===== src/rtl/uart_pkg.sv =====
package uart_pkg;
  // ==========================================
  // Bus and storage geometry
  localparam int ADDR_W = 8;
  localparam int ENTRY_W = 11;
  localparam int PTR_W = 4;
  localparam int CNT_W = 5;
  localparam logic [CNT_W-1:0] FIFO_DEPTH = 5'h10;
  localparam logic [CNT_W-1:0] HOLD_DEPTH = 5'h01;

  // ==========================================
  // Register byte offsets
  localparam logic [ADDR_W-1:0] OFF_DATA = 8'h00;
  localparam logic [ADDR_W-1:0] OFF_IRQ_EN = 8'h04;
  localparam logic [ADDR_W-1:0] OFF_IDENT = 8'h08;
  localparam logic [ADDR_W-1:0] OFF_LINE = 8'h0c;
  localparam logic [ADDR_W-1:0] OFF_PWR = 8'h10;
  localparam logic [ADDR_W-1:0] OFF_EVT = 8'h14;
  localparam logic [ADDR_W-1:0] OFF_MASK = 8'h18;

  // ==========================================
  // Field positions
  localparam int CTL_FIFO_EN = 0;
  localparam int CTL_RX_CLR = 1;
  localparam int CTL_TX_CLR = 2;
  localparam int CTL_DMA = 3;
  localparam int CTL_TRIG_LO = 6;
  localparam int IEN_RDA = 0;
  localparam int IEN_THRE = 1;
  localparam int IEN_LS = 2;
  localparam int PWR_RX_RUN = 0;
  localparam int LINE_OE = 1;
  localparam int EVT_LS = 0;
  localparam int EVT_CTO = 2;
  localparam int ERR_PE = 8;
  localparam int ERR_BI = 10;

  // ==========================================
  // Reset values
  localparam logic [1:0] TRIG_RESET = 2'h0;
  localparam logic [2:0] IEN_RESET = 3'h0;
  localparam logic [3:0] EVT_RESET = 4'h0;

  // ==========================================
  // Identification codes and timing
  localparam logic [3:0] ID_NONE = 4'h1;
  localparam logic [3:0] ID_LS = 4'h6;
  localparam logic [3:0] ID_RDA = 4'h4;
  localparam logic [3:0] ID_CTO = 4'hc;
  localparam logic [3:0] ID_THRE = 4'h2;
  localparam logic [1:0] ID_FIFO_MODE = 2'h3;
  localparam logic [2:0] TIMEOUT_CHARS = 3'h4;

  function automatic logic [CNT_W-1:0] trig_depth(input logic [1:0] sel);
    unique case (sel)
      2'h0: trig_depth = 5'h01;
      2'h1: trig_depth = 5'h04;
      2'h2: trig_depth = 5'h08;
      2'h3: trig_depth = 5'h0e;
    endcase
  endfunction
endpackage


===== src/rtl/fifo_if.sv =====
`timescale 1ns/100ps
interface fifo_if;
  logic push;
  logic pop;
  logic clear;
  logic [uart_pkg::ENTRY_W-1:0] wdata;
  logic [uart_pkg::ENTRY_W-1:0] rdata;
  logic [uart_pkg::CNT_W-1:0] count;
  logic [uart_pkg::CNT_W-1:0] limit;
  logic full;
  logic empty;
  modport owner(output push, pop, clear, wdata, limit, input rdata, count, full, empty);
  modport store(input push, pop, clear, wdata, limit, output rdata, count, full, empty);
endinterface


===== src/rtl/uart_fifo.sv =====
`timescale 1ns/100ps
module uart_fifo (
  input wire logic clock,
  input wire logic rst,
  fifo_if.store port
);
  logic [uart_pkg::ENTRY_W-1:0] mem [16];
  logic [uart_pkg::PTR_W-1:0] wr_ptr;
  logic [uart_pkg::PTR_W-1:0] rd_ptr;
  logic do_push;
  logic do_pop;

  // Limit of one turns the store into a plain holding register
  assign port.full = port.count >= port.limit;
  assign port.empty = port.count == 5'h00;
  assign port.rdata = mem[rd_ptr];
  assign do_push = port.push & ~port.full;
  assign do_pop = port.pop & ~port.empty;

  always_ff @(posedge clock or posedge rst) begin
    if (rst) begin
      wr_ptr <= 4'h0;
      rd_ptr <= 4'h0;
      port.count <= 5'h00;
    end else if (port.clear) begin // [RQ14] [RQ15]
      wr_ptr <= 4'h0;
      rd_ptr <= 4'h0;
      port.count <= 5'h00;
    end else begin
      wr_ptr <= wr_ptr + 4'(do_push);
      rd_ptr <= rd_ptr + 4'(do_pop);
      port.count <= port.count + 5'(do_push) - 5'(do_pop);
    end
  end

  always_ff @(posedge clock) begin
    if (do_push) begin
      mem[wr_ptr] <= port.wdata;
    end
  end
endmodule


===== src/rtl/uart_irq_encoder.sv =====
`timescale 1ns/100ps
module uart_irq_encoder (
  input wire logic clock,
  input wire logic rst,
  input wire logic line_status,
  input wire logic data_ready,
  input wire logic char_timeout,
  input wire logic tx_empty,
  input wire logic fifo_mode,
  output logic [7:0] ident
);
  logic [3:0] code;

  always_comb begin
    if (line_status) begin // [RQ1] [RQ17]
      code = uart_pkg::ID_LS;
    end else if (char_timeout) begin // [RQ5]
      code = uart_pkg::ID_CTO;
    end else if (data_ready) begin // [RQ3]
      code = uart_pkg::ID_RDA;
    end else if (tx_empty) begin // [RQ7]
      code = uart_pkg::ID_THRE;
    end else begin
      code = uart_pkg::ID_NONE;
    end
  end

  assign ident = {fifo_mode ? uart_pkg::ID_FIFO_MODE : 2'h0, 2'h0, code}; // [RQ16]
endmodule


===== src/rtl/uart_irq_id_fifo_ctrl.sv =====
// Chosen here: the APB slave port and the register offsets.
`timescale 1ns/100ps
// What this block does
// RQ1: Overrun, parity, framing or break raises line status interrupt, code 0110.
// RQ2: Overrun cause clears on status read; data errors clear once all read out.
// RQ3: Without FIFOs, character available raises data-ready, code 0100; data read clears.
// RQ4: With FIFOs, data-ready follows trigger level; re-raised after four idle character times.
// RQ5: With FIFOs, data held and four idle character times raise timeout, code 1100.
// RQ6: Timeout clears on FIFO read, new arrival, or receiver reset written zero.
// RQ7: Empty holding register or transmit FIFO raises code 0010; a write clears.
// RQ8: Data-ready or timeout clears on first receive read, CPU or DMA.
// RQ9: One address: reads give identification, writes go to FIFO control.
// RQ10: FIFO enable must be set first; other control fields ignored otherwise.
// RQ11: Software always writes DMA mode one, moving it from zero after reset.
// RQ12: Clear bits act on writing one, never hold state, zero does nothing.
// RQ13: Trigger field selects 1, 4, 8 or 14 bytes.
// RQ14: A clear bit empties its FIFO and counter, shifters untouched.
// RQ15: Clearing FIFO enable disables and empties both FIFOs.
// RQ16: Identification bits 7-6 read 3 with FIFOs enabled, else 0.
// RQ17: Highest priority pending source reported; 0001 when none pending.
// RQ18: Control fields reset to zero; reserved bits read zero, ignore writes.
module uart_irq_id_fifo_ctrl (
  input wire logic clock,
  input wire logic rst,
  input wire logic psel,
  input wire logic penable,
  input wire logic pwrite,
  input wire logic [uart_pkg::ADDR_W-1:0] paddr,
  input wire logic [31:0] pwdata,
  output logic [31:0] prdata,
  output logic pready,
  output logic pslverr,
  input wire logic rx_push,
  input wire logic [7:0] rx_char,
  input wire logic rx_parity_err,
  input wire logic rx_frame_err,
  input wire logic rx_break,
  input wire logic char_tick,
  input wire logic tx_take,
  output logic [7:0] tx_char,
  output logic tx_char_valid,
  input wire logic dma_rx_pop,
  input wire logic dma_tx_push,
  input wire logic [7:0] dma_tx_data,
  output logic [7:0] rx_head,
  output logic dma_rx_req,
  output logic dma_tx_req,
  output logic dma_mode,
  output logic receiver_enable,
  output logic irq
);
  fifo_if rx_if();
  fifo_if tx_if();

  logic acc;
  logic done;
  logic rd_done;
  logic addr_hit;
  logic ctrl_wr;
  logic ctrl_apply;
  logic fifo_disable;
  logic fifo_en;
  logic [1:0] trig_sel;
  logic [2:0] irq_enable;
  logic receiver_reset_bit;
  logic [3:0] evt_status;
  logic [3:0] evt_mask;
  logic [3:0] evt_src;
  logic [3:0] evt_src_q;
  logic [31:0] next_prdata;
  logic [7:0] ident;
  logic [7:0] line_status_reg;
  logic cpu_tx_write;
  logic rx_accept;
  logic pushed;
  logic rx_pop;
  logic overrun_evt;
  logic overrun;
  logic [uart_pkg::CNT_W-1:0] err_count;
  logic [2:0] idle_cnt;
  logic idle_hit;
  logic rda_lvl;
  logic rda_lvl_q;
  logic rda_flag;
  logic cto_flag;
  logic rxrst_zero_wr;
  logic ls_p;
  logic rda_p;
  logic cto_p;
  logic thre_p;

  // ==========================================
  // APB slave with one wait state, so read data leaves a flip-flop
  assign acc = psel & penable;
  assign done = acc & pready;
  assign rd_done = done & ~pwrite;

  always_comb begin
    unique case (paddr)
      uart_pkg::OFF_DATA, uart_pkg::OFF_IRQ_EN, uart_pkg::OFF_IDENT, uart_pkg::OFF_LINE,
      uart_pkg::OFF_PWR, uart_pkg::OFF_EVT, uart_pkg::OFF_MASK: addr_hit = 1'b1;
      default: addr_hit = 1'b0;
    endcase
  end

  assign pslverr = done & ~addr_hit;

  always_ff @(posedge clock or posedge rst) begin
    if (rst) begin
      pready <= 1'b0;
    end else begin
      pready <= acc & ~pready;
    end
  end

  // Reserved bits stay zero in every word read back
  always_comb begin
    next_prdata = 32'h0000_0000;
    unique case (paddr)
      uart_pkg::OFF_DATA: next_prdata[7:0] = rx_if.rdata[7:0];
      uart_pkg::OFF_IRQ_EN: next_prdata[2:0] = irq_enable;
      uart_pkg::OFF_IDENT: next_prdata[7:0] = ident; // [RQ9]
      uart_pkg::OFF_LINE: next_prdata[7:0] = line_status_reg;
      uart_pkg::OFF_PWR: next_prdata[uart_pkg::PWR_RX_RUN] = receiver_reset_bit;
      uart_pkg::OFF_EVT: next_prdata[3:0] = evt_status;
      uart_pkg::OFF_MASK: next_prdata[3:0] = evt_mask;
      default: next_prdata = 32'h0000_0000;
    endcase
  end

  always_ff @(posedge clock or posedge rst) begin
    if (rst) begin
      prdata <= 32'h0000_0000;
    end else if (acc & ~pready & ~pwrite) begin
      prdata <= next_prdata;
    end
  end

  // ==========================================
  // FIFO control, write side of the identification address
  assign ctrl_wr = done & pwrite & (paddr == uart_pkg::OFF_IDENT); // [RQ9]
  assign ctrl_apply = ctrl_wr & fifo_en & pwdata[uart_pkg::CTL_FIFO_EN]; // [RQ10]
  assign fifo_disable = ctrl_wr & fifo_en & ~pwdata[uart_pkg::CTL_FIFO_EN];

  always_ff @(posedge clock or posedge rst) begin
    if (rst) begin
      fifo_en <= 1'b0; // [RQ18]
      trig_sel <= uart_pkg::TRIG_RESET;
      dma_mode <= 1'b0; // [RQ11]
    end else begin
      if (ctrl_wr) begin
        fifo_en <= pwdata[uart_pkg::CTL_FIFO_EN];
      end
      if (ctrl_apply) begin // [RQ10]
        trig_sel <= pwdata[uart_pkg::CTL_TRIG_LO +: 2];
        dma_mode <= pwdata[uart_pkg::CTL_DMA];
      end
    end
  end

  // Clear bits are pulses only; nothing of them is stored
  assign rx_if.clear = (ctrl_apply & pwdata[uart_pkg::CTL_RX_CLR]) | fifo_disable; // [RQ12] [RQ14] [RQ15]
  assign tx_if.clear = (ctrl_apply & pwdata[uart_pkg::CTL_TX_CLR]) | fifo_disable; // [RQ12] [RQ14] [RQ15]
  assign rx_if.limit = fifo_en ? uart_pkg::FIFO_DEPTH : uart_pkg::HOLD_DEPTH;
  assign tx_if.limit = fifo_en ? uart_pkg::FIFO_DEPTH : uart_pkg::HOLD_DEPTH;

  // ==========================================
  // Other software registers
  assign rxrst_zero_wr = done & pwrite & (paddr == uart_pkg::OFF_PWR) & ~pwdata[uart_pkg::PWR_RX_RUN];

  always_ff @(posedge clock or posedge rst) begin
    if (rst) begin
      irq_enable <= uart_pkg::IEN_RESET;
      receiver_reset_bit <= 1'b0;
      evt_mask <= uart_pkg::EVT_RESET;
    end else if (done & pwrite) begin
      if (paddr == uart_pkg::OFF_IRQ_EN) begin
        irq_enable <= pwdata[2:0];
      end
      if (paddr == uart_pkg::OFF_PWR) begin
        receiver_reset_bit <= pwdata[uart_pkg::PWR_RX_RUN];
      end
      if (paddr == uart_pkg::OFF_MASK) begin
        evt_mask <= pwdata[3:0];
      end
    end
  end

  assign receiver_enable = receiver_reset_bit;

  // ==========================================
  // Receive path
  uart_fifo rx_store (
    .clock(clock),
    .rst(rst),
    .port(rx_if.store)
  );

  assign rx_accept = rx_push & receiver_reset_bit;
  assign overrun_evt = rx_accept & rx_if.full;
  assign pushed = rx_accept & ~rx_if.full;
  assign rx_pop = (dma_rx_pop | (rd_done & (paddr == uart_pkg::OFF_DATA))) & ~rx_if.empty;
  assign rx_if.push = rx_accept;
  assign rx_if.pop = rx_pop;
  assign rx_if.wdata = {rx_break, rx_frame_err, rx_parity_err, rx_char};
  assign rx_head = rx_if.rdata[7:0];
  assign dma_rx_req = dma_mode & ~rx_if.empty;

  // Only the overrun seen by the read is cleared; a new one in between survives
  always_ff @(posedge clock or posedge rst) begin
    if (rst) begin
      overrun <= 1'b0;
    end else begin
      overrun <= overrun_evt | (overrun & ~(rd_done & (paddr == uart_pkg::OFF_LINE) & prdata[uart_pkg::LINE_OE])); // [RQ2]
    end
  end

  // Erroneous characters still waiting keep the line status cause alive
  always_ff @(posedge clock or posedge rst) begin
    if (rst) begin
      err_count <= 5'h00;
    end else if (rx_if.clear) begin
      err_count <= 5'h00;
    end else begin
      err_count <= err_count + 5'(pushed & (|rx_if.wdata[uart_pkg::ERR_BI:uart_pkg::ERR_PE]))
        - 5'(rx_pop & (|rx_if.rdata[uart_pkg::ERR_BI:uart_pkg::ERR_PE])); // [RQ2]
    end
  end

  assign line_status_reg = {err_count != 5'h00, tx_if.empty, tx_if.empty,
    rx_if.rdata[uart_pkg::ERR_BI:uart_pkg::ERR_PE], overrun, ~rx_if.empty};

  // ==========================================
  // Character-time idle watch
  always_ff @(posedge clock or posedge rst) begin
    if (rst) begin
      idle_cnt <= 3'h0;
    end else if (pushed | rx_pop | rx_if.clear | ~fifo_en | rxrst_zero_wr) begin // Receiver reset restarts the watch [RQ6]
      idle_cnt <= 3'h0;
    end else if (char_tick & (idle_cnt != uart_pkg::TIMEOUT_CHARS)) begin
      idle_cnt <= idle_cnt + 3'h1;
    end
  end

  assign idle_hit = char_tick & ~pushed & ~rx_pop & fifo_en & (idle_cnt == uart_pkg::TIMEOUT_CHARS - 3'h1);

  // ==========================================
  // Receive interrupt causes
  assign rda_lvl = fifo_en ? (rx_if.count >= uart_pkg::trig_depth(trig_sel)) : ~rx_if.empty; // [RQ3] [RQ13]

  always_ff @(posedge clock or posedge rst) begin
    if (rst) begin
      rda_lvl_q <= 1'b0;
      rda_flag <= 1'b0;
    end else begin
      rda_lvl_q <= rda_lvl;
      if (rda_lvl & (~rda_lvl_q | idle_hit)) begin // [RQ4]
        rda_flag <= 1'b1;
      end else if (~rda_lvl | rx_pop) begin // [RQ4] [RQ8]
        rda_flag <= 1'b0;
      end
    end
  end

  always_ff @(posedge clock or posedge rst) begin
    if (rst) begin
      cto_flag <= 1'b0;
    end else if (idle_hit & ~rx_if.empty) begin // [RQ5]
      cto_flag <= 1'b1;
    end else if (rx_pop | pushed | rxrst_zero_wr | rx_if.clear | ~fifo_en) begin // [RQ6] [RQ8]
      cto_flag <= 1'b0;
    end
  end

  assign ls_p = irq_enable[uart_pkg::IEN_LS] & (overrun | (err_count != 5'h00)); // [RQ1]
  assign rda_p = irq_enable[uart_pkg::IEN_RDA] & (fifo_en ? rda_flag : rda_lvl);
  assign cto_p = irq_enable[uart_pkg::IEN_RDA] & cto_flag;
  assign thre_p = irq_enable[uart_pkg::IEN_THRE] & tx_if.empty; // [RQ7]

  uart_irq_encoder encoder (
    .clock(clock),
    .rst(rst),
    .line_status(ls_p),
    .data_ready(rda_p),
    .char_timeout(cto_p),
    .tx_empty(thre_p),
    .fifo_mode(fifo_en),
    .ident(ident)
  );

  // ==========================================
  // Transmit path
  uart_fifo tx_store (
    .clock(clock),
    .rst(rst),
    .port(tx_if.store)
  );

  assign cpu_tx_write = done & pwrite & (paddr == uart_pkg::OFF_DATA);
  assign tx_if.push = cpu_tx_write | dma_tx_push; // [RQ7]
  assign tx_if.wdata = {3'h0, cpu_tx_write ? pwdata[7:0] : dma_tx_data};
  assign tx_if.pop = tx_take & ~tx_if.empty;
  assign tx_char = tx_if.rdata[7:0];
  assign tx_char_valid = ~tx_if.empty;
  assign dma_tx_req = dma_mode & ~tx_if.full;

  // ==========================================
  // Sticky events, cleared by reading what was seen
  assign evt_src = {thre_p, cto_p, rda_p, ls_p};

  always_ff @(posedge clock or posedge rst) begin
    if (rst) begin
      evt_src_q <= 4'h0;
      evt_status <= uart_pkg::EVT_RESET;
    end else begin
      evt_src_q <= evt_src;
      evt_status <= (evt_src & ~evt_src_q) |
        (evt_status & ~((rd_done & (paddr == uart_pkg::OFF_EVT)) ? prdata[3:0] : 4'h0));
    end
  end

  assign irq = |(evt_status & evt_mask);
endmodule


===== config.mk =====
export PLATFORM = sky130hd
export DESIGN_NAME = uart_irq_id_fifo_ctrl
export DESIGN_NICKNAME = d
export VERILOG_FILES = /design/src/rtl/uart_pkg.sv /design/src/rtl/fifo_if.sv /design/src/rtl/uart_fifo.sv /design/src/rtl/uart_irq_encoder.sv /design/src/rtl/uart_irq_id_fifo_ctrl.sv
export SDC_FILE = /design/constraint.sdc
export NUM_CORES = 1
export LEC_CHECK = 0
export ABC_AREA = 1
export BUFFER_PORTS_ARGS = -buffer_cell sky130_fd_sc_hd__buf_2
export CORE_UTILIZATION = 30
export DETAILED_ROUTE_END_ITERATION = 8
export GPL_ROUTABILITY_DRIVEN = 0
export MAX_ROUTING_LAYER = met4
export PLACE_DENSITY = 0.54
export SKIP_LAST_GASP = 1
export SLEW_MARGIN = 10
export SYNTH_ARGS = -nofsm -noshare
export SYNTH_HDL_FRONTEND = slang
export SYNTH_SLANG_ARGS = --single-unit

===== constraint.sdc =====
create_clock -name clock -period 4.75 [get_ports clock]
set_clock_uncertainty 0.05 [all_clocks]
set_input_delay 0.7125 -clock clock [delete_from_list [all_inputs] [get_ports clock]]
set_output_delay 0.7125 -clock clock [all_outputs]
set_load 0.01 [all_outputs]

After elaboration in Yosys (flattened, before gate mapping)
Memories as Yosys holds them, arrays and structs flattened.
Cells that the tools add are included.
Cells by class
  add/subtract/negate cells: 11
  multiply operators: 0
  div/mod/pow operators: 0
  magnitude comparators: 3
  equal/unequal tests: 11
  shift operators: 0
  muxes and demuxes: 33
  bitwise gates (word level): 79
  reductions and logical operators: 15
Operators with widths (count)
  $and A1 B1 Y1: 44
  $mux W4: 8
  $eq A8 B5 Y1 const B: 3
  $mux W5: 4
  $pmux W5 S4: 1
  $add A4 B1 Y4: 4
  $eq A8 B4 Y1 const B: 2
  $add A5 B1 Y5: 3
  $ge A5 B5 Y1: 3
  $or A1 B1 Y1: 15
  $sub A5 B1 Y5: 3
  $not A1 Y1: 14
  $and A4 B4 Y4: 3
  $pmux W2 S6: 1
  $pmux W4 S3: 1
  $mux W1: 11
  $logic_not A5 Y1: 2
  $eq A8 B3 Y1 const B: 1
  $logic_not A8 Y1: 1
  $mux W8: 1
  $not A4 Y4: 2
  $pmux W1 S7: 1
  $reduce_or A7 Y1: 1
  $mux W3: 2
  14 further kinds: 21
Word-level totals
  register bits after elaboration: 67
  latch bits: 0
  memory bits (writable): 304
  bits in read-only memories: 0
  bits of input ports: 69
  memories kept: 2
Memories
  rx_store.mem: words 16, bits a word 11, read ports 1, clocked after Yosys merged registers in 0, wr ports 1, RTL line uart_fifo.sv:7  | logic [uart_pkg::ENTRY_W-1:0] mem [16];
  tx_store.mem: words 16, bits a word 8, read ports 1, clocked after Yosys merged registers in 0, wr ports 1, RTL line uart_fifo.sv:7

Depth between registers and ports, before layout
Gate-level depths: netlist (run 1).
  depth in word-level cells: 13
  mapped depth: 22

Cells and area by module
A second synthesis (run 1) with hierarchy kept.
Unflattened totals
  cell total of the unflattened synthesis: 2122
  area total of the unflattened synthesis: 19987.9 um^2
By module, submodules not included
  uart_fifo at rx_store: instances 1, cells an instance 864, area an instance 8568.2 um^2, sequential area each 5610.4 um^2
  uart_fifo at tx_store: instances 1, cells an instance 859, area an instance 8558.2 um^2, sequential area each 5610.4 um^2
  uart_irq_id_fifo_ctrl: instances 1, cells an instance 386, area an instance 2790.2 um^2, sequential area each 1026.0 um^2
  uart_irq_encoder: instances 1, cells an instance 13, area an instance 71.3 um^2, sequential area each 0.0 um^2

Worst setup path after synthesis (run 1)
OpenSTA, ideal clock, no wires.
  path kind: reg2reg
  start: register fifo_en
  end: register err_count[4] (netlist name)
  arrival time: 3081 ps
  data required time: 4585 ps
  path slack: 1505 ps
  cell stages (with the launch flop): 21
  period minus slack after synthesis: 3245 ps
  cells stage by stage: dfrtp_1 > buf_4 > inv_1 > ha_1 > nand3_1 > nand3_1 > o21ai_0 > nand3_1 > inv_1 > o31ai_1 > ha_1 > inv_1 > ha_1 > inv_1 > fa_1 > or2_2 > nand2_1 > a21oi_1 > xor2_1 > nand2_1 > inv_1
On the way
  word-level cells in the longest chain between the ends: 8
RTL lines
  from (decl): RTL line uart_irq_id_fifo_ctrl.sv:62  | logic fifo_en;
  from (signal assigned): RTL line uart_irq_id_fifo_ctrl.sv:152  | fifo_en <= pwdata[uart_pkg::CTL_FIFO_EN];
  $mux W5: RTL line uart_irq_id_fifo_ctrl.sv:164  | assign rx_if.limit = fifo_en ? uart_pkg::FIFO_DEPTH : uart_pkg::HOLD_DEPTH;
  $ge A5 B5 Y1: RTL line uart_fifo.sv:14  | assign port.full = port.count >= port.limit;
  $not A1 Y1: RTL line uart_irq_id_fifo_ctrl.sv:201  | assign pushed = rx_accept & ~rx_if.full;
  $and A1 B1 Y1: RTL line uart_irq_id_fifo_ctrl.sv:201
  $and A1 B1 Y1: RTL line uart_irq_id_fifo_ctrl.sv:225  | err_count <= err_count + 5'(pushed & (|rx_if.wdata[uart_pkg::ERR_BI:uart_pkg::ERR_PE]))
  $add A5 B1 Y5: RTL line uart_irq_id_fifo_ctrl.sv:225
  $sub A5 B1 Y5: RTL line uart_irq_id_fifo_ctrl.sv:226  | - 5'(rx_pop & (|rx_if.rdata[uart_pkg::ERR_BI:uart_pkg::ERR_PE]));
  $mux W5 (*): RTL line uart_irq_id_fifo_ctrl.sv:222  | end else if (rx_if.clear) begin
  to (signal assigned): RTL line uart_irq_id_fifo_ctrl.sv:225
  to (decl): RTL line uart_irq_id_fifo_ctrl.sv:79  | logic [uart_pkg::CNT_W-1:0] err_count;
Every way passes the cells marked *; elsewhere a longest branch is shown, timed or not.
A chain may end at the register's enable or synchronous reset.

Final worst setup path (run 1)
Ends and elaborated chain as after synthesis.

==> results of run 1 <==
routing by layer:
| metal | GRT usage | wire length (um) | vias to the layer above |
|---|---|---|---|
| met5 | - | 0 | - |
| met4 | 0.0502 | 1170 | 0 |
| met3 | 0.0247 | 1820 | 64 |
| met2 | 0.233 | 19300 | 246 |
| met1 | 0.188 | 18400 | 5297 |
| li1 | - | - | 5472 |
how the worst max path moves through the flow:
stage,from,to,slack [ns],cells past startpoint
2_1_floorplan,fifo_en,err_count[4],1.50,20
4_1_cts,fifo_en,err_count[4],0.98,19
3_5_place_dp,fifo_en,err_count[4],1.02,19
3_3_place_gp,fifo_en,err_count[4],1.03,19
6_report,fifo_en,err_count[4],0.99,19
5_1_grt,rx_store.rd_ptr[0],err_count[4],0.61,19
kinds of logic after synthesis:
kind of cell / Yosys count / synth area share
xor+xnor: 15 / 0.00773
compound gates: 208 / 0.0701
simple gates: 613 / 0.152
mux: 35 / 0.0208
other cells: 1 / 0.000221
buf+inv: 297 / 0.0797
flops: 371 / 0.636
fa+ha+maj: 44 / 0.0337
stage by stage:
stage | setup slack, ns | hold slack, ns
5_1_grt | 0.606 | 0.325
3_5_place_dp | 1.02 | 0.375
3_3_place_gp | 1.03 | 0.369
6_report | 0.986 | 0.269
4_1_cts | 0.982 | 0.280
2_1_floorplan | 1.50 | 0.360
cells in the final DEF (no fill, tap or decap), types with 35 or more instances in the layout:
cell type	instances
sky130_fd_sc_hd__inv_1	199
sky130_fd_sc_hd__o211ai_1	43
sky130_fd_sc_hd__nor2_1	159
sky130_fd_sc_hd__buf_2	76
sky130_fd_sc_hd__nand2_1	287
sky130_fd_sc_hd__a21oi_1	48
sky130_fd_sc_hd__ha_1	41
sky130_fd_sc_hd__buf_4	35
sky130_fd_sc_hd__nand3_1	132
sky130_fd_sc_hd__dfrtp_1	65
sky130_fd_sc_hd__clkbuf_16	43
sky130_fd_sc_hd__edfxtp_1	304
sky130_fd_sc_hd__o21ai_0	78
synth_stat cells, types with 5 or more instances:
master                     instances  share of area
sky130_fd_sc_hd__edfxtp_1        304           0.54
sky130_fd_sc_hd__nand2_1         287          0.063
sky130_fd_sc_hd__inv_1           200          0.044
sky130_fd_sc_hd__nor2_1          159          0.035
sky130_fd_sc_hd__nand3_1         132          0.039
sky130_fd_sc_hd__o21ai_0          82          0.024
sky130_fd_sc_hd__dfrtp_1          67          0.099
sky130_fd_sc_hd__a21oi_1          48          0.014
sky130_fd_sc_hd__o211ai_1         43          0.019
sky130_fd_sc_hd__ha_1             41          0.030
sky130_fd_sc_hd__buf_4            38          0.017
sky130_fd_sc_hd__mux2i_1          32          0.019
sky130_fd_sc_hd__o21ai_1          28         0.0082
sky130_fd_sc_hd__buf_2            18         0.0053
sky130_fd_sc_hd__clkbuf_1         18         0.0040
sky130_fd_sc_hd__xor2_1           13         0.0067
sky130_fd_sc_hd__buf_6            10         0.0066
sky130_fd_sc_hd__inv_2             8         0.0018
sky130_fd_sc_hd__nand4_1           7         0.0026
sky130_fd_sc_hd__nor3_1            6         0.0018
sky130_fd_sc_hd__nor2_4            5         0.0033
power breakdown:
| group | internal (uW) | leakage [uW] | switching [uW] |
|---|---|---|---|
| registers | 3750 | 0.00354 | 279 |
| logic | 1180 | 0.00388 | 2280 |
| clock network | 1830 | 0.000644 | 1320 |
state kept, by name, summed over array words and instances (netlist names), 2 cells and up:
register and count:
err_count 5, evt_mask 4, evt_src_q 4, evt_status 4
idle_cnt 3, irq_enable 3, prdata 8, rx_store.mem 176
rx_store.port.count 5, rx_store.rd_ptr 4, rx_store.wr_ptr 4, trig_sel 2
tx_store.mem 128, tx_store.port.count 5, tx_store.rd_ptr 4, tx_store.wr_ptr 4
layout make-up:
type	instances	area [um^2]	share of cell area
multi-input cells	939	4930	0.254
diodes	2	5.00	0.000258
clock buffers	52	1110	0.0571
well taps	748	936	0.0482
clock inverters	21	218	0.0112
repair buffers	111	643	0.0331
inverters	209	785	0.0404
flip-flops and latches	371	10800	0.556
==> flow_results.org, run 1 <==
** Timing
- RSZ-0062 raised after global routing :: no
- Setup violations remaining at the end of the flow were counted as 0.
- The max-slew violation total from the final report came to 0.
- Worst relative slew slack :: 0.185
- Final hold vios :: 0
- For the finished layout, the period the worst path requires is 3.76 ns.
- Final critical-path share of the clock period :: 0.792
- Pin slew with the least headroom to its limit :: 1.21 ns
- Peak Freq :: 266 MHz
- After routing, the total negative slack on setup checks comes to 0 ns.

** Final layout
- Final Instance Area :: 0.0194 mm^2
- In the final layout, the share of cells above drive strength 1 is 0.119.
- Filler Cell Count :: 5,530
- From synthesis to final layout, the design area changed by 14.3%.
- Final Core Density :: 0.350
- For this run, the post-layout net count is 1,788.
- Finished Layout Cells :: 2,453

** Global routing
- Entering global routing, the biggest net connects 98 pins.
- The first global-routing pass estimated 62.5 mm of wire.
- GRT Total Usage :: 0.146
- The initial antenna violation count was 2.
- Overflow after GRT :: 0
- The via count of the first global-routing pass came to 10,800.

** Clock network
- The clock passes through at most 3 buffers.
- After clock tree synthesis, the setup repair step added 0 buffers.
- CTS built an H-tree with a depth of 2.
- Clock tree from TritonCTS :: done
- The root buffer cell chosen for the clock tree is sky130_fd_sc_hd__clkbuf_16.
- Number of buffers added by the clock tree synthesis step :: 43
- For the worst-skew pair, the clock arrives at the later sink with an insertion delay of 0.57 ns.
- After clock tree synthesis, the clock-pin slew on the worst setup and hold paths is 0.06 ns.
- CTS Hold Bufs :: 0
- Number of cells upsized or downsized after cts :: 0
- Clock tree synthesis found a total of 371 sinks.

** Routing
- Avg WL per Cell :: 16.6 um
- Final Routed Wirelength :: 40.7 mm
- In the routed layout, each cell is associated on average with a via count of 4.52.
- DR DRC count :: 0
- Final ANT Viol Nets :: 0
- The first routing iteration left 788 violations.
- DR pass1 iterations :: 5
- Total number of vias :: 11,100

** Power and ir drop
- Power per unit of standard cell area :: 547 mW/mm^2
- Final Power :: 10,600 uW
- Leakage :: 0.00807 uW
- Peak supply drop :: 0.409 mV

** Run status
- Result of the run :: complete, no violations

** Yosys
- Number of flops mapped to enable cells by yosys :: 304
- In the synthesized netlist, the number of instances is 1,584.
- Share of async-settable or async-resettable flops after synthesis :: 0.181
- Yosys printed 0 warnings.
- The cell area that synthesis handed to floorplanning was 0.0170 mm^2.
- The synthesized netlist contains 42 unique library cells.
- Predominant post-synthesis flop cell :: sky130_fd_sc_hd__edfxtp_1
- Mean cell area of the mapped netlist :: 10.7 um^2
- Portion of the post-synthesis area used by sequential elements :: 0.636
- Post-synthesis sequential element count :: 371

** Worst hold path
- Classification of the worst-slack hold path :: primary input to asynchronous set/reset pin

** Critical path
- The number of buffers and inverters on the critical path is 5.
- The worst register-to-register path ends at err_count[4].
- Walking the worst path, the cells encountered are inv_1 > ha_1 > nand3_1 > nand3_1 > o21ai_0 > nand3_1 > inv_1 > o31ai_1 > ha_1 > inv_1 > ha_1 > inv_1 > fa_1 > or2_2 > nand2_1 > a21oi_1 > xor2_1 > nand2_1 > inv_1.
- By instance count, the cell type seen most on the critical path is sky130_fd_sc_hd__inv_1.
- Slowest stage cell on the critical path :: sky130_fd_sc_hd__dfrtp_1
- For the worst setup path, the data required time is 5.16 ns.
- Worst R2R Start :: fifo_en
- The critical path is of the register to register type.
- The worst setup path is captured at a register.
- In this run the worst path has a maximum fanout of 9.
- Gate family responsible for the most delay along the worst path :: adder cells
- CP Data Arrival Time :: 4.17 ns
- In this design, the stage delay of the slowest critical-path cell is 0.48 ns.
- Length in cells of the worst reg-to-reg path :: 19
- Register-to-Register Setup Slack :: 0.99 ns
- Critical path startpoint category :: register

** Place
- Buffers placed on the I/O ports in this run total 76.
- Placed wire-length estimate after detailed placement :: 26.0 mm
- Placed Cells :: 2,378
- Summing all placed instances gives a cell area of 0.0181 mm^2.

** Die
- Die outline area :: 0.0576 mm^2
- During I/O placement, the number of pins put on the boundary was 125.
- Initial core utilization :: 0.306
- Floorplan die width :: 240 um
- Height of the die :: 240 um
- The region available for standard cell placement spans 0.0555 mm^2.
- In this run the core area contains 86 standard-cell rows.

** Run
- Across the run, the number of max-cap violations was 0.
Power figures use the tool's default switching activity.
==> run 2: changes to the inputs <==
Settings changed: ABC_AREA 1 to 0, PLACE_DENSITY 0.54 to 0.55.
Clock period 4.75 ns to 3.9 ns, I/O delays scaled along.
==> run 2 against run 1 <==
Critical path depth down 5. Setup slack worse by 0.63 ns. Combinational power down 1%. Global-route usage down 0.43 points. Critical endpoint unchanged. Largest cell class unchanged. Largest power group unchanged.
==> flow_results.org, run 2 <==
** Run status
- The run finished with clean final reports.

** Critical path
- Max FO, Critical Path :: 16
- Crit end category :: register
- Data arrives at the worst endpoint at 3.98 ns.
- Destination of the worst register-to-register timing path :: err_count[4]
- The critical path runs through a total of 14 cells.
- Required time at the worst-slack endpoint :: 4.34 ns
- Setup CP Type :: register to register
- The largest individual stage delay along the critical path comes from the cell sky130_fd_sc_hd__dfrtp_2.
- On the critical path the largest part of the delay comes from compound AO/OA/AOI/OAI gates.
- Critical path cell sequence :: mux4_2 > a22oi_1 > nand2_1 > o31a_1 > ha_1 > inv_1 > ha_1 > inv_1 > fa_1 > inv_1 > a21oi_1 > nor2_1 > or3_1 > a21oi_1
- On the worst path, the slowest cell contributes a delay of 0.67 ns.
- The worst register-to-register path has a setup slack of 0.36 ns.
- STA classifies the critical path startpoint as a register.
- In this run the critical register-to-register path is launched from rx_store.rd_ptr[0].
- Buf/Inv on CP :: 3
- Length in cells of the worst reg-to-reg path :: 14
- Critical Path Most Common Cell :: sky130_fd_sc_hd__inv_1

** Global routing
- The via count of the first global-routing pass came to 8,645.
- In the global route stage, overall resource usage came out at 0.142.
- Largest net degree at the start of global routing :: 41
- Global-route wire length before repair :: 55.3 mm
- Antenna violations before repair :: 2
- Summed over all layers, the global routing overflow is 0.

** Clock network
- The tree is rooted in a sky130_fd_sc_hd__clkbuf_16.
- Number of buffers added by the clock tree synthesis step :: 42
- Buffers inserted to repair hold after CTS numbered 0.
- Maximum root-to-sink buffer count :: 3
- The later pin in the worst-skew pair is clocked with a latency of 0.56 ns.
- Clock transition at path regs :: 0.06 ns
- After clock tree synthesis, the setup repair step added 0 buffers.
- The clock tree synthesis step divided the H-tree into 2 levels.
- Number of cells upsized or downsized after cts :: 0
- The clock net in this run drives a total of 371 sinks.
- TritonCTS built the clock tree.

** Timing
- Setup violations remaining at the end of the flow were counted as 0.
- Clock period minus final worst setup slack :: 3.54 ns
- RSZ-0062 raised after global routing :: no
- The final-report hold violation count was 0.
- Worst relative slew slack :: 0.413
- After routing, the total negative slack on setup checks comes to 0 ns.
- Static timing analysis puts the maximum clock frequency at 282 MHz.
- Dividing the final minimum period by the clock period gives 0.908.
- The max-slew violation total from the final report is 0.
- For the pin with the worst max-slew slack, the measured transition is 0.868 ns.

** Yosys
- Post-synthesis sequential element count :: 371
- The most common cell in the synthesized netlist is sky130_fd_sc_hd__edfxtp_1.
- Synthesized cell area :: 0.0160 mm^2
- Of the post-synthesis cell area, the dominant cell type holds 0.572.
- Counting every instance in the synthesized netlist gives 950.
- Of the total synthesized cell area, the portion taken by full adders, half adders and majority gates is 0.0359.
- In this run the mean area of a mapped cell was 16.8 um^2.
- Cell types occupying the most area after synthesis :: sky130_fd_sc_hd__edfxtp_1, sky130_fd_sc_hd__mux4_2, sky130_fd_sc_hd__dfrtp_1, sky130_fd_sc_hd__ha_1, sky130_fd_sc_hd__nor2_1
- Of the total synthesized cell area, the portion taken by XOR and XNOR cells is 0.0104.
- Of the total synthesized cell area, the portion taken by AND, OR, NAND and NOR gates is 0.0660.
- Share of async-settable or async-resettable flops after synthesis :: 0.181
- Area fraction in compound gates after synthesis :: 0.0429
- Portion of the post-synthesis area used by sequential elements :: 0.677
- Combinational family with the most area after synthesis :: multiplexers
- Yosys mapped a number of flops with a built-in enable equal to 304.
- Predominant post-synthesis flop cell :: sky130_fd_sc_hd__edfxtp_1
- Cell types with the highest counts after synthesis :: sky130_fd_sc_hd__edfxtp_1, sky130_fd_sc_hd__mux4_2, sky130_fd_sc_hd__dfrtp_1
- Cell taking the most area after synthesis :: sky130_fd_sc_hd__edfxtp_1
- The portion of synthesized area spent on multiplexers is 0.135.
- Cell variety after synth :: 66
- For this run, the number of Yosys warnings is 0.

** Routing
- Avg WL per Cell :: 20.2 um
- Highest Signal Layer :: met4
- Wire length on met1 :: 16.9 mm
- DR pass1 iterations :: 4
- Total number of vias :: 8,704
- DR DRC count :: 0
- Met2 WL post-DR :: 16.2 mm
- Met3 WL post-DR :: 2.67 mm
- For this block, the initial DRC count from the detailed router was 659.
- The detail route stage leaves a number of antenna-violating nets equal to 0.
- In the routed layout, each cell is associated on average with a via count of 4.81.
- Final Routed Wirelength :: 36.6 mm

** Run
- Max-cap violations in this run came to 0.

** Place
- Summed over all nets, the half-perimeter wirelength after detailed placement is 25.3 mm.
- In this run the tool buffered the top-level ports with 76 buffer cells.

** Die
- Placeable core region :: 0.0526 mm^2
- I/O pin count :: 125
- The initial utilization of the core area, before any placement, comes to 0.304.
- The initialized floorplan defines 84 standard-cell rows.
- The die is 233 um wide.
- The floorplan step set the die height to 233 um.
- Die outline area :: 0.0542 mm^2

** Final layout
- Biggest regs :: rx_store.mem x176, tx_store.mem x128, prdata x8
- Number of nets in the layout :: 1,202
- Highest-count cells in the layout ignoring fill and taps :: sky130_fd_sc_hd__edfxtp_1, sky130_fd_sc_hd__mux4_2, sky130_fd_sc_hd__buf_2
- Most common cell after layout, fill and taps aside :: sky130_fd_sc_hd__edfxtp_1
- After filler insertion, the fill cell instance count of the layout stands at 4,973.
- The register with the most flip-flops in the final layout is rx_store.mem.
- Largest register FFs :: 176
- Synth-to-layout area growth :: 17.3%
- In the final layout, the share of cells above drive strength 1 is 0.280.

** Power and ir drop
- The worst-case IR drop observed on VDD is 0.413 mV.
- Summing internal, switching and leakage power gives 12,000 uW.
- Power per unit of standard cell area :: 641 mW/mm^2
- Leakage :: 0.00677 uW

** Worst hold path
- Classification of the worst-slack hold path :: primary input to asynchronous set/reset pin
[run 2: how the worst max path moves through the flow]
stage / start / to / slack [ns]
2_1_floorplan: fifo_en / rx_store.mem[0][0] / 0.42
3_3_place_gp: rx_store.rd_ptr[0] / err_count[4] / 0.38
3_5_place_dp: rx_store.rd_ptr[0] / err_count[4] / 0.34
4_1_cts: rx_store.rd_ptr[0] / err_count[4] / 0.34
5_1_grt: rx_store.rd_ptr[0] / err_count[4] / 0.08
6_report: rx_store.rd_ptr[0] / err_count[4] / 0.36
[run 2: per-stage QoR]
step | instances | area (um^2) | hold WS (ns) | util | setup WS [ns]
after floorplan | 973 | 16100 | 0.343 | - | 0.421
after global placement | 1733 | 17400 | 0.346 | 0.331 | 0.379
after detailed placement | 1733 | 17400 | 0.357 | 0.331 | 0.344
after CTS | 1809 | 18700 | 0.0722 | 0.357 | 0.337
after global routing | 1811 | 18700 | 0.126 | 0.357 | 0.0776
final | 1811 | 18700 | 0.0751 | 0.357 | 0.360
[run 2: cell families after synthesis]
group,after synthesis
flops,371
simple gates,198
mux,112
buf+inv,107
compound gates,98
fa+ha+maj,44
xor+xnor,19
other cells,1
[run 2: worst register-to-register path: cells and delay by family (launching register included)]
family / cells / cell delay (ns)
simple gates: 3 / 0.55
mux: 1 / 0.59
buf+inv: 3 / 0.16
fa+ha+maj: 3 / 0.66
compound gates: 4 / 0.81
flops: 1 / 0.67
[run 2: layout make-up]
type | count | area (um^2) | share of cell area
clock inverter | 26 | 216 | 0.0116
inverter | 44 | 165 | 0.00881
clock buffer | 50 | 1100 | 0.0588
antenna | 2 | 5.00 | 0.000267
sequential | 371 | 10800 | 0.577
multi-input combinational | 495 | 4750 | 0.253
tap | 688 | 861 | 0.0459
timing repair buffer | 135 | 836 | 0.0446
[run 2: where the power goes]
part | switching [uW] | internal (uW)
clock | 1550 | 2220
sequential | 330 | 4520
combinational | 1740 | 1660
[run 2: layer usage]
| layer | vias to the layer above | GRT usage |
|---|---|---|
| met2 | 259 | 0.207 |
| met1 | 4453 | 0.197 |
| li1 | 3930 | - |
| met3 | 62 | 0.0343 |
| met4 | 0 | 0.0394 |
| met5 | - | - |
==> run 3: changes to the inputs <==
Settings changed: ABC_AREA 0 to 1, ABC_CLOCK_PERIOD_IN_PS from default to 3900, PLACE_DENSITY 0.55 to 0.54, RECOVER_POWER from default to 25.
==> run 3 against run 2 <==
The run now ends with capacitance limit, slew limit left. Combinational power up 24%. Sequential cell count unchanged. Power up 8.4%. Critical endpoint unchanged. Largest cell class unchanged.
==> flow_results.org, run 3 (synthesis results as in run 1) <==
** Routing
- First-iteration detailed-routing DRC count :: 698
- Total number of vias :: 11,300
- DR pass1 iterations :: 5
- DR DRC count :: 0
- Using the TritonRoute via totals, the vias-per-cell ratio works out to 4.57.
- Final Routed Wirelength :: 41.0 mm
- Avg WL per Cell :: 16.6 um
- Final ANT Viol Nets :: 0

** Run status
- The run finished, with violations left.
- Violations in the final reports :: capacitance limit, slew limit

** Run
- Across the run, the number of max-cap violations was 1.

** Global routing
- The total overflow left after global routing is 0.
- Global-route wire length before repair :: 63.6 mm
- Across every metal layer, demand over resource in global routing totals 0.148.
- The initial antenna violation count came to 1.
- The via count of the first global-routing pass was 11,100.
- Entering global routing, the biggest net connects 103 pins.

** Clock network
- After clock tree synthesis, the clock-pin slew on the worst setup and hold paths is 0.06 ns.
- Hold repair after CTS inserted 0 buffers.
- Clock tree synthesis inserted a total of 42 buffers.
- TritonCTS built the clock tree.
- No sink is reached through more buffers than the 3 on the longest clock path.
- Once the clock tree was built, the setup fixing pass inserted 0 buffers.
- Clock tree synthesis found a total of 371 sinks.
- In this run the number of H-tree levels came out at 2.
- Number of cells upsized or downsized after cts :: 0
- CTS Root Cell :: sky130_fd_sc_hd__clkbuf_16
- The later pin in the worst-skew pair is clocked with a latency of 0.57 ns.

** Final layout
- Filler Cell Count :: 5,590
- Highest-count cells in the layout ignoring fill and taps :: sky130_fd_sc_hd__edfxtp_1, sky130_fd_sc_hd__nand2_1, sky130_fd_sc_hd__inv_1
- Fraction of final layout cells sized beyond drive strength 1 :: 0.119
- Biggest regs :: rx_store.mem x176, tx_store.mem x128, prdata x8
- Largest reg by FF count :: rx_store.mem
- Leaving out fill and tap cells, the most frequent cell in the layout is sky130_fd_sc_hd__edfxtp_1.
- Number of nets in the layout :: 1,798
- Synth-to-layout area growth :: 15.1%
- The register with the most flip-flops in the layout has 176 of them.

** Power and ir drop
- Switching component of the power :: 4700 uW
- Clock group share of total power :: 0.300
- Peak supply drop :: 0.473 mV
- Summing internal, switching and leakage power gives 13,000 uW.
- Of the total power, combinational logic draws 0.326.
- In this run the power density over the cells is 666 mW/mm^2.
- Internal Pwr Total :: 8330 uW
- Sequential power share :: 0.374
- Leakage :: 0.00812 uW
- Of the total power, the share spent switching nets is 0.361.

** Timing
- Peak Freq :: 289 MHz
- Final hold vios :: 0
- Setup violations, final :: 0
- Worst relative slew slack :: -0.150
- The max-slew violation total from the final report is 68.
- Final critical-path share of the clock period :: 0.886
- After layout, the minimum clock period comes to 3.46 ns.
- For the pin with the worst max-slew slack, the measured transition is 1.73 ns.
- Total negative slack for setup checks :: 0 ns
- Setup repair after global routing left no endpoint under its margin.

** Die
- Floorplan die width :: 240 um
- The die is 240 um tall.
- Row generation in the floorplan step produced 86 rows.
- The floorplan step defined a die boundary enclosing 0.0576 mm^2.
- The initial utilization of the core area, before any placement, comes to 0.306.
- I/O pin count :: 125
- The region available for standard cell placement spans 0.0555 mm^2.

** Critical path
- The worst setup path is launched from a register.
- Crit-path max cell delay :: 0.51 ns
- Setup CP Type :: register to register
- Buf/Inv on CP :: 5
- For this design, the slowest cell found on the critical path is sky130_fd_sc_hd__dfrtp_1.
- The worst setup path is captured at a register.
- CP Data Arrival Time :: 3.87 ns
- Along the worst path, the maximum fanout reaches 7.
- Critical Path Most Common Cell :: sky130_fd_sc_hd__inv_1
- The signal on the critical path passes through inv_1 > ha_1 > nand3_1 > nand3_1 > o21ai_0 > nand3_1 > inv_1 > o31ai_1 > ha_1 > inv_1 > ha_1 > inv_1 > fa_1 > or2_2 > nand2_1 > a21oi_1 > xor2_1 > nand2_1 > inv_1.
- At the worst endpoint, the required time is 4.31 ns.
- Grouping stages by cell kind, the critical path spends the most delay in adder cells.

** Place
- The count of buffers added on input and output ports is 76.
- Summed over all nets, the half-perimeter wirelength after detailed placement is 26.7 mm.

** Worst hold path
- The worst hold path belongs to the class primary input to register.
-- run 3: changes by cell type in the layout (fill, tap and decap cells not counted), moves of 29 or more --
cell / change
sky130_fd_sc_hd__nor2_1: +98
sky130_fd_sc_hd__o21ai_0: +60
sky130_fd_sc_hd__mux4_2: -81
sky130_fd_sc_hd__o21ai_1: +31
sky130_fd_sc_hd__inv_1: +157
sky130_fd_sc_hd__nand3_1: +116
sky130_fd_sc_hd__nand2_1: +249
sky130_fd_sc_hd__o211ai_1: +42
sky130_fd_sc_hd__a21oi_1: +29
-- run 3: worst min-delay path, stage by stage --
cell and delay, ns:
sky130_fd_sc_hd__buf_2 0.10, sky130_fd_sc_hd__nand2_1 0.05, sky130_fd_sc_hd__o21ai_0 0.06
-- run 3: area by class of cell --
type                    count  area, um^2  area share
well taps                 748         936      0.0478
multi-input cells         939        4930       0.252
clock inverters            22         228      0.0116
inverters                 209         785      0.0401
flip-flops and latches    371       10800       0.553
diodes                      1        2.50    0.000128
repair buffers            122         722      0.0369
clock buffers              54        1150      0.0587
-- run 3: per-layer routing --
layer  wire [um]  part of all wire  global-route usage  vias up
li1            -                 -                   -     5499
met1       18200              0.44               0.191     5414
met2       19600              0.48               0.237      264
met3        2090             0.051              0.0258       82
met4        1060             0.026              0.0488        0
met5           0                 0                   -        -
-- run 3: final timing paths --
check                                   from            endpoint  slack (ns)  cells after the start
worst max-delay path                 fifo_en        err_count[4]        0.44                     19
worst min-delay path               pwdata[3]         evt_mask[3]        0.20                      3
worst max register to register       fifo_en        err_count[4]        0.44                     19
worst min register to register  evt_src_q[3]       evt_status[3]        0.38                      1
max in group asynchronous                rst  tx_store.rd_ptr[0]        1.99                      3
min in group asynchronous                rst            dma_mode        0.57                      3
-- run 3: power groups by stage --
stage	registers, uW	clock network (uW)	logic [uW]
final	4870	3910	4240
after global routing	4920	4150	4820
after CTS	4870	4020	4300
after detailed placement	4950	0	4270
after global placement	4940	0	4210
after floorplan	4760	0	3250
-- run 3: stage by stage --
stage	utilization	cells	cell area (um^2)	setup slack, ns	hold WS, ns
after detailed placement	0.328	2389	18200	0.452	0.375
after floorplan	-	1607	17100	0.655	0.360
after CTS	0.353	2465	19600	0.460	0.183
after global placement	0.328	2389	18200	0.458	0.367
after global routing	0.352	2466	19600	0.178	0.202
final	0.352	2466	19600	0.443	0.205
